<file path="src/inc/event_status_pkg.sv">
// Shared constants and types for the event status latch
package event_status_pkg;

  // Status word geometry
  localparam int unsigned STAT_W         = 24;
  localparam int unsigned FRAME_W        = 32;
  localparam int unsigned SWITCH_N       = 24;

  // Bit positions inside event_flags
  localparam int unsigned BIT_SUPPLY_LOW = 7;
  localparam int unsigned BIT_SUPPLY_HI  = 6;
  localparam int unsigned BIT_THERM_WARN = 5;
  localparam int unsigned BIT_THERM_SHUT = 4;
  localparam int unsigned BIT_SWITCH_CHG = 3;
  localparam int unsigned BIT_PARITY_ERR = 2;
  localparam int unsigned BIT_RESET_EVT  = 0;

  // Values after reset
  localparam logic [23:0] FLAGS_RST      = 24'h000001;
  localparam logic [23:0] FLAGS_CLR      = 24'h000000;
  localparam logic        INT_N_RST      = 1'h0;

  // Analog monitor levels, high while the condition is present
  typedef struct packed {
    logic supply_low_event;
    logic supply_high_event;
    logic thermal_warning_event;
    logic thermal_shutdown_event;
  } monitor_levels_t;

  // Poll sequencer state as seen by the change detector
  typedef enum logic [0:0] {
    POLL_IDLE,
    POLL_FIRST
  } poll_state_t;

endpackage : event_status_pkg

</file>
<file path="src/rtl/event_status_latch.sv">
// Read-to-clear event status register with interrupt and frame parity check
//
// Notes on behaviour
// - Bit 7 sets when a supply undervoltage starts and again when it ends.
// - Bit 6 sets when a supply overvoltage starts and again when it ends.
// - Bit 5 sets when a thermal warning starts and again when it clears.
// - Bit 4 sets when a thermal shutdown starts and again when it clears.
// - Every event bit returns to zero on a status read and otherwise holds until the next event.
// - Bit 3 sets whenever any of the 24 switch inputs crosses its threshold.
// - Bit 3 also sets when the first polling cycle after a poll trigger completes.
// - Bit 2 sets when the latest received frame fails its parity check.
// - Frames use odd parity over all bits, and a frame with an even count of ones is discarded.
// - The parity error bit is copied into the parity flag sent in each response frame.
// - After a status read the interrupt output is released at the chip-select rise ending that read.
// - Any reset sets the reset event bit; a soft reset returns only the status, poll state, parity flag and interrupt output registers to their defaults.
`timescale 1ns/100ps
module event_status_latch
  import event_status_pkg::*;
(
  // Clock and reset
  input  wire logic                clock_i,
  input  wire logic                sys_rst_i,
  input  wire logic                soft_rst_i,
  // Monitor levels and switch comparators
  input  wire monitor_levels_t     levels_i,
  input  wire logic [SWITCH_N-1:0] switch_inputs_i,
  // Polling sequencer
  input  wire logic                poll_trigger_i,
  input  wire logic                poll_done_i,
  // Serial frame side
  input  wire logic                frame_done_i,
  input  wire logic [FRAME_W-1:0]  frame_bits_i,
  input  wire logic                stat_read_i,
  input  wire logic                cs_rise_i,
  // Results
  output logic [STAT_W-1:0]        event_flags_o,
  output logic [STAT_W-1:0]        read_word_o,
  output logic                     parity_frame_flag_o,
  output logic                     frame_accept_o,
  output logic [FRAME_W-1:0]       frame_word_o,
  output logic                     int_n_o
);

  //////////////////////////////////////////////////////////////////////////////
  // Edge detection

  monitor_levels_t     levels_q;
  logic [SWITCH_N-1:0] switch_q;
  logic [SWITCH_N-1:0] switch_chg;
  logic [STAT_W-1:0]   set_vec;
  logic [STAT_W-1:0]   flags_q;
  logic [STAT_W-1:0]   flags_d;
  logic                parity_ok;
  logic                poll_first_done;
  poll_state_t         poll_q;
  logic                pend_q;

  // Previous levels; a condition already present at reset shows as one onset
  always_ff @(posedge clock_i or posedge sys_rst_i) begin
    if (sys_rst_i) begin
      levels_q <= '0;
      switch_q <= '0;
    end else begin
      levels_q <= levels_i;
      switch_q <= switch_inputs_i;
    end
  end

  // Per-input crossing detectors
  for (genvar g = 0; g < SWITCH_N; g++) begin : g_sw
    assign switch_chg[g] = switch_inputs_i[g] ^ switch_q[g];
  end

  //////////////////////////////////////////////////////////////////////////////
  // Polling: only the first completed cycle after a trigger flags

  always_ff @(posedge clock_i or posedge sys_rst_i) begin
    if (sys_rst_i) begin
      poll_q <= POLL_IDLE;
    end else if (soft_rst_i) begin
      poll_q <= POLL_IDLE;
    end else begin
      unique case (poll_q)
        POLL_IDLE:  if (poll_trigger_i) poll_q <= POLL_FIRST;
        POLL_FIRST: if (poll_done_i)    poll_q <= POLL_IDLE;
      endcase
    end
  end

  assign poll_first_done = (poll_q == POLL_FIRST) && poll_done_i;

  // Odd parity over the whole frame, parity bit included
  assign parity_ok = ^frame_bits_i;

  //////////////////////////////////////////////////////////////////////////////
  // Set vector; both edges of each monitor level count as events

  always_comb begin
    set_vec                 = '0;
    set_vec[BIT_SUPPLY_LOW] = levels_i.supply_low_event ^ levels_q.supply_low_event;
    set_vec[BIT_SUPPLY_HI]  = levels_i.supply_high_event ^ levels_q.supply_high_event;
    set_vec[BIT_THERM_WARN] = levels_i.thermal_warning_event ^ levels_q.thermal_warning_event;
    set_vec[BIT_THERM_SHUT] = levels_i.thermal_shutdown_event ^ levels_q.thermal_shutdown_event;
    set_vec[BIT_SWITCH_CHG] = (|switch_chg) || poll_first_done;
    set_vec[BIT_PARITY_ERR] = frame_done_i && !parity_ok;
  end

  // Read clears, but an event in the same cycle survives the clear
  always_comb begin
    flags_d = (stat_read_i ? FLAGS_CLR : flags_q) | set_vec;
  end

  // Status register; soft reset reloads the default, reset bit included
  always_ff @(posedge clock_i or posedge sys_rst_i) begin
    if (sys_rst_i) begin
      flags_q <= FLAGS_RST;
    end else if (soft_rst_i) begin
      flags_q <= FLAGS_RST;
    end else begin
      flags_q <= flags_d;
    end
  end

  assign event_flags_o = flags_q;

  //////////////////////////////////////////////////////////////////////////////
  // Read snapshot and frame acceptance

  // Snapshot holds pre-clear contents plus same-cycle events for shifting out
  always_ff @(posedge clock_i or posedge sys_rst_i) begin
    if (sys_rst_i) begin
      read_word_o <= FLAGS_CLR;
    end else if (stat_read_i) begin
      read_word_o <= flags_q | set_vec;
    end
  end

  // Only frames with odd parity are passed on
  always_ff @(posedge clock_i or posedge sys_rst_i) begin
    if (sys_rst_i) begin
      frame_accept_o <= 1'h0;
      frame_word_o   <= '0;
    end else begin
      frame_accept_o <= frame_done_i && parity_ok;
      if (frame_done_i && parity_ok) begin
        frame_word_o <= frame_bits_i;
      end
    end
  end

  // Mirror of the parity error bit for the response status field
  always_ff @(posedge clock_i or posedge sys_rst_i) begin
    if (sys_rst_i) begin
      parity_frame_flag_o <= FLAGS_RST[BIT_PARITY_ERR];
    end else if (soft_rst_i) begin
      parity_frame_flag_o <= FLAGS_RST[BIT_PARITY_ERR];
    end else begin
      parity_frame_flag_o <= flags_d[BIT_PARITY_ERR];
    end
  end

  //////////////////////////////////////////////////////////////////////////////
  // Interrupt; held through the read frame so the host sees a stable pin

  always_ff @(posedge clock_i or posedge sys_rst_i) begin
    if (sys_rst_i) begin
      pend_q <= 1'h0;
    end else if (stat_read_i) begin
      pend_q <= 1'h1;
    end else if (cs_rise_i) begin
      pend_q <= 1'h0;
    end
  end

  always_ff @(posedge clock_i or posedge sys_rst_i) begin
    if (sys_rst_i) begin
      int_n_o <= INT_N_RST;
    end else if (soft_rst_i) begin
      int_n_o <= INT_N_RST;
    end else if ((pend_q || stat_read_i) && !cs_rise_i) begin
      int_n_o <= int_n_o && ~|set_vec;
    end else begin
      int_n_o <= ~|flags_d;
    end
  end
endmodule : event_status_latch

</file>
<file path="config.mk">
export PLATFORM = sky130hd
export DESIGN_NAME = event_status_latch
export DESIGN_NICKNAME = d
export VERILOG_FILES = /design/src/inc/event_status_pkg.sv /design/src/rtl/event_status_latch.sv
export SDC_FILE = /design/constraint.sdc
export NUM_CORES = 1
export LEC_CHECK = 0
export BUFFER_PORTS_ARGS = -buffer_cell sky130_fd_sc_hd__buf_2
export CAP_MARGIN = 25
export CORE_AREA = 5 5 101 103
export CTS_CLUSTER_SIZE = 12
export DETAILED_ROUTE_END_ITERATION = 8
export DIE_AREA = 0 0 106 108
export PLACE_DENSITY_LB_ADDON = 0.08
export SYNTH_ARGS = -nofsm -noshare
export SYNTH_HDL_FRONTEND = slang
export SYNTH_SLANG_ARGS = --single-unit
</file>
<file path="constraint.sdc">
create_clock -name clock_i -period 3.3 [get_ports clock_i]
set_input_delay 0 -clock clock_i [delete_from_list [all_inputs] [get_ports clock_i]]
set_output_delay 0 -clock clock_i [all_outputs]
set_load 0.02 [all_outputs]
</file>
==> results of run 1 <==
## metal layers
layer | vias up | wire length [um]
met3 | 17 | 597
met2 | 100 | 5160
li1 | 1483 | -
met1 | 1506 | 4260
met4 | 0 | 179
met5 | - | 0
## registers in the layout, indices dropped and copies added, names as in the netlist
signal / cells
frame_word_o: 32
event_flags_o: 24
read_word_o: 24
switch_q: 24
levels_q: 4
frame_accept_o: 1
int_n_o: 1
pend_q: 1
poll_q: 1
## cells in the final DEF (no fill, tap or decap), types with 4 or more instances in the layout
cell type	instances
buf_2	150
dfrtp_1	111
dlygate4sd3_1	66
xnor2_1	39
mux2_4	29
mux2_2	21
xor2_1	20
nor2_1	17
and2_1	17
a21oi_1	11
nor4_1	10
clkbuf_8	10
inv_1	6
nand4_1	4
## worst max-delay path, delay by kind of cell
kind,cells,cell delay [ps]
multiplexers,1,350
XOR/XNOR,5,830
buffers and inverters,3,920
AND/OR/NAND/NOR,1,280
## power breakdown
group          switching, uW  leakage [uW]  total, uW  internal [uW]
Combinational            840       0.00167       1740            901
Clock                    455     0.0000845        752            297
Sequential               148       0.00139       1780           1640
Total                   1440       0.00314       4280           2830
## final timing paths
check / start / to / slack, ps / cells past startpoint
min in group asynchronous: sys_rst_i / frame_word_o[8] / 240 / 3
max in group asynchronous: sys_rst_i / switch_q[3] / 2160 / 4
worst min register to register: read_word_o[9] / read_word_o[9] / 510 / 1
worst min-delay path: frame_done_i / event_flags_o[2] / 30 / 4
worst max-delay path: frame_bits_i[28] / frame_word_o[3] / 1150 / 10
worst max register to register: switch_q[22] / int_n_o / 1480 / 5
## per-stage QoR
| stage | util [%] | cell area [um^2] | hold WS, ps | total power, uW |
|---|---|---|---|---|
| 4_1_cts | 68.1 | 6210 | 13.2 | 4330 |
| 5_1_grt | 68.1 | 6210 | 36.9 | 4520 |
| 6_report | 68.1 | 6210 | 32.0 | 4280 |
| 2_1_floorplan | - | 4500 | 31.4 | 3070 |
| 3_3_place_gp | 58.9 | 5360 | 103 | 3470 |
| 3_5_place_dp | 58.9 | 5360 | 109 | 3500 |
## cells by family after synthesis
group / Yosys count
simple gates: 56
flops: 112
mux: 51
compound gates: 18
xor+xnor: 59
buf+inv: 18
## layout make-up
| cell class | count | area (um^2) |
|---|---|---|
| clock buffers | 10 | 138 |
| clock inverters | 6 | 45.0 |
| fillers | 697 | 2900 |
| inverters | 8 | 32.5 |
| multi-input cells | 184 | 1600 |
| flip-flops and latches | 112 | 2800 |
| well taps | 111 | 139 |
| repair buffers | 219 | 1450 |
==> results.cfg, run 1 <==
[run_status]
status = finished clean

[route]
ant_nets = 0
post-route-drc-count = 0
drt_pass1_iterations = 4
totalWireLength_mm = 10.2
wire_per_inst_um = 15.7
viasPerCell = 4.78
vias = 3106
drtIter0Drc = 83

[hold_path]
hold_class = in2reg

[cts]
cts_tree = built
cts-buffers-inserted = 9
htreeDepth = 3
post_cts.repair.setup_buffers = 0
clk_pin_slew_worst_paths_ps = 100
clock_path_buffers = 2
cts_resized = 0
cts_sinks = 112
clk_latency_ps = 360
cts_hold_buf = 66
root_buffer = clkbuf_8

[sta]
slew_headroom_pct = 43.0
slew_viol_final = 0
rsz0062_at_grt = no
worst_slack_ps = 1150
setup_violations = 0
min_period_ps = 2150
tightestPinTransition_ps = 852
min_period_over_period_pct = 65.1
fin_worst_skew_ps = 6.80
fin_tns_setup_ps = 0
hold_viol_final = 0
fmax_ghz = 0.466

[yosys]
synth-edff-count = 0
ys_types = 28
synth_top_family_by_area = multiplexers
synth-async-reset-ratio_pct = 100
synth_area_leaders = dfrtp_1 (62%), mux2_4 (9.7%), xnor2_1 (7.6%)
netlist_area_um2 = 4500
synth_top_area_share_pct = 61.7
yosys.area_share.adder_pct = 0
synth_seq_area_share_pct = 62.3
syn-num-nets = 382
synth-simple-area-share_pct = 6.67
syn_inst = 314
syn-mean-instance-area_um2 = 14.3
yosysMostFrequentCell = dfrtp_1
yosys.area.top_type = dfrtp_1
synth_compound_area_share_pct = 2.28
synthMuxAreaShare_pct = 15.2
yosysWarnings = 0
synthFlopType = dfrtp_1
ys_seq_elements = 112
synth_common_cells = dfrtp_1 (111), xnor2_1 (39), mux2_4 (29), mux2_2 (21), xor2_1 (20)
synth-xor-area-share_pct = 11.5

[global_routing]
grt_max_degree = 49
use_met2_pct = 33.4
grtUsageTotal_pct = 19.1
grt_pass1_vias = 3487
antenna_found_initial = 0
grt_first_pass_wirelength_mm = 17.4
grtUsageMet1_pct = 23.3
grtUsageMet3_pct = 5.67
grt_overflow = 0
busiest_layer = met2

[placed_design]
routabilityCongestion = 0.731
portBuffers = 150
pre_cts_ws_ps = 1280
dp_hpwl_mm = 6.85
placed_cells = 568

[finish]
fin_cells = 650
num-nets-final = 602
layout-drive-gt1-share_pct = 41.4
antenna_cells = 0
syn_to_final_growth_pct = 37.9

[setup_path]
end_kind = register
crit_required_ps = 3560
arrival_ps = 2410
cp_max_fo = 25
slowest_stage = dlygate4sd3_1
critPathLaunchType = primary input
cpMostUsedCell = xnor2_1
max_stage_delay_ps = 530
cp_cell_sequence = dlygate4sd3_1 > buf_2 > xnor2_1 > xnor2_1 > xnor2_1 > xnor2_1 > xnor2_1 > nand2_2 > buf_12 > mux2_2
critPathKind = in2reg

[die]
ios = 151
die_y_um = 108
chipWidth_um = 106
core_area_um2 = 9110
rows = 35
start_util_pct = 49.4
die_area_um2 = 11400

[power]
vdd_drop_max_v = 0.000550
leakagePower_uw = 0.00314
power_density_nw_per_um2 = 689

[flow_run]
drv_cap = 0
No activity file was read; power rests on OpenSTA's default activity.
==> run 2, diff against run 1 <==
Settings changed: CORE_AREA 5 5 101 103 to 5 5 106 108, DIE_AREA 0 0 106 108 to 0 0 111 113.
Clock period 3.3 ns to 1.77 ns, I/O delays scaled along.
==> results.cfg, run 2 (synthesis gave the netlist of run 1 again) <==
[die]
die_area_um2 = 12500
rows = 37
core_area_um2 = 10100
ios = 151
die_y_um = 113
chipWidth_um = 111
start_util_pct = 44.4

[route]
drt_pass1_iterations = 4
viasPerCell = 4.61
ant_nets = 0
drtIter0Drc = 54
wire_per_inst_um = 14.9
post-route-drc-count = 0
vias = 3113
totalWireLength_mm = 10.1

[sta]
rsz0062_at_grt = no
setup_violations = 0
fin_worst_skew_ps = 10.8
fmax_ghz = 0.615
slew_headroom_pct = 47.1
hold_viol_final = 0
tightestPinTransition_ps = 790
min_period_over_period_pct = 91.8
min_period_ps = 1630
slew_viol_final = 0

[placed_design]
placed_cells = 595
dpl-instance-area_um2 = 5420
dp_hpwl_mm = 6.82
portBuffers = 150
routabilityCongestion = 0.720

[finish]
max_flop_register = frame_word_o
regArea_um2 = 2800
stdcell_area_um2 = 6260
num-nets-final = 603
layout-drive-gt1-share_pct = 41.7
largest_register_ffs = 32
final_cell_mix = buf_2 (150), dfrtp_1 (111), dlygate4sd3_1 (65)
syn_to_final_growth_pct = 39.1
multiInputGateArea_um2 = 1610
fin_util_pct = 61.7
final_common_cell = buf_2
n_fill_cell = 846
antenna_cells = 0
fin_cells = 676

[setup_path]
crit_required_ps = 2070
crit_start = switch_q[12]
end_kind = register
cp_max_fo = 3
r2r_setup_slack_ps = 140
critPathKind = reg2reg
reg2regPathDepth = 6
arrival_ps = 1920
timing.rr.end = int_n_o
critical_path.endpoint = int_n_o
critPathLaunchType = register
r2r_start = switch_q[12]

[hold_path]
hold_class = in2reg

[global_routing]
busiest_layer = met2
grt_overflow = 0
grtUsageMet3_pct = 4.12
antenna_found_initial = 0
grt_pass1_vias = 3465
grtUsageTotal_pct = 16.8
grt_first_pass_wirelength_mm = 17.1
use_met2_pct = 28.2
grtUsageMet1_pct = 21.7
grt_max_degree = 113

[power]
power_density_nw_per_um2 = 1280
vdd_drop_max_v = 0.000934
leakagePower_uw = 0.00315

[run_status]
status = finished clean

[flow_run]
drv_cap = 0

[cts]
cts_tree = built
htreeDepth = 3
clk_latency_ps = 360
clock_path_buffers = 2
clk_pin_slew_worst_paths_ps = 110
root_buffer = clkbuf_8
cts_sinks = 112
cts-buffers-inserted = 9
[run 2: changes by cell type in the layout (fill, tap and decap cells not counted), sizes merged]
cell         before  now
buf             153  155
clkinv            4    2
inv               7    9
dlygate4sd3      66   65
[run 2: what timing repair did]
item	in CTS	in global routing
hold buffers	65	0
resized for setup	1	0
hold endpoints to repair	181	0
setup buffers	0	0
setup endpoints to repair	1	0
[run 2: worst min-delay path by stage]
stage                                   start                to  slack [ps]  cells past startpoint
after global routing             frame_done_i  event_flags_o[2]          60                      4
after floorplan                   levels_i[0]       levels_q[0]          30                      0
final                             stat_read_i    read_word_o[7]          40                      2
after detailed placement  switch_inputs_i[15]      switch_q[15]         140                      1
after CTS                         stat_read_i    read_word_o[7]          30                      2
after global placement     switch_inputs_i[4]       switch_q[4]         130                      1
[run 2: power by group]
group          leakage (uW)  internal, uW  switching (uW)
Clock             0.0000854           536             876
Combinational       0.00168          1710            1560
Sequential          0.00139          3050             294
Total               0.00315          5290            2730
[run 2: per-stage QoR]
| step | hold WS (ps) | setup slack, ps | power, uW | TNS (ps) |
|---|---|---|---|---|
| 2_1_floorplan | 31.4 | 236 | 5730 | 0 |
| 3_3_place_gp | 132 | -40.8 | 6520 | -1110 |
| 3_5_place_dp | 136 | -36.0 | 6570 | -848 |
| 4_1_cts | 25.4 | 109 | 8110 | 0 |
| 5_1_grt | 55.7 | 45.4 | 8500 | 0 |
| 6_report | 39.0 | 145 | 8030 | 0 |
[run 2: routing by layer]
metal	wire length [um]	up-vias
li1	-	1486
met1	4340	1525
met2	5000	92
met3	599	10
met4	116	0
met5	0	-
[run 2: layout make-up]
cell class,count,share of cell area [%]
timing repair buffer,220,23.4
clock buffer,10,2.04
sequential,112,44.8
inverter,8,0.540
tap,136,2.72
clock inverter,6,0.839
multi-input combinational,184,25.7
[run 2: critical path: stages (launching register included)]
cell and delay, ps:
dfrtp_1 400, xor2_1 160, nor4_1 300, nand4_1 170
nor4_2 170, buf_4 170, and4_1 180
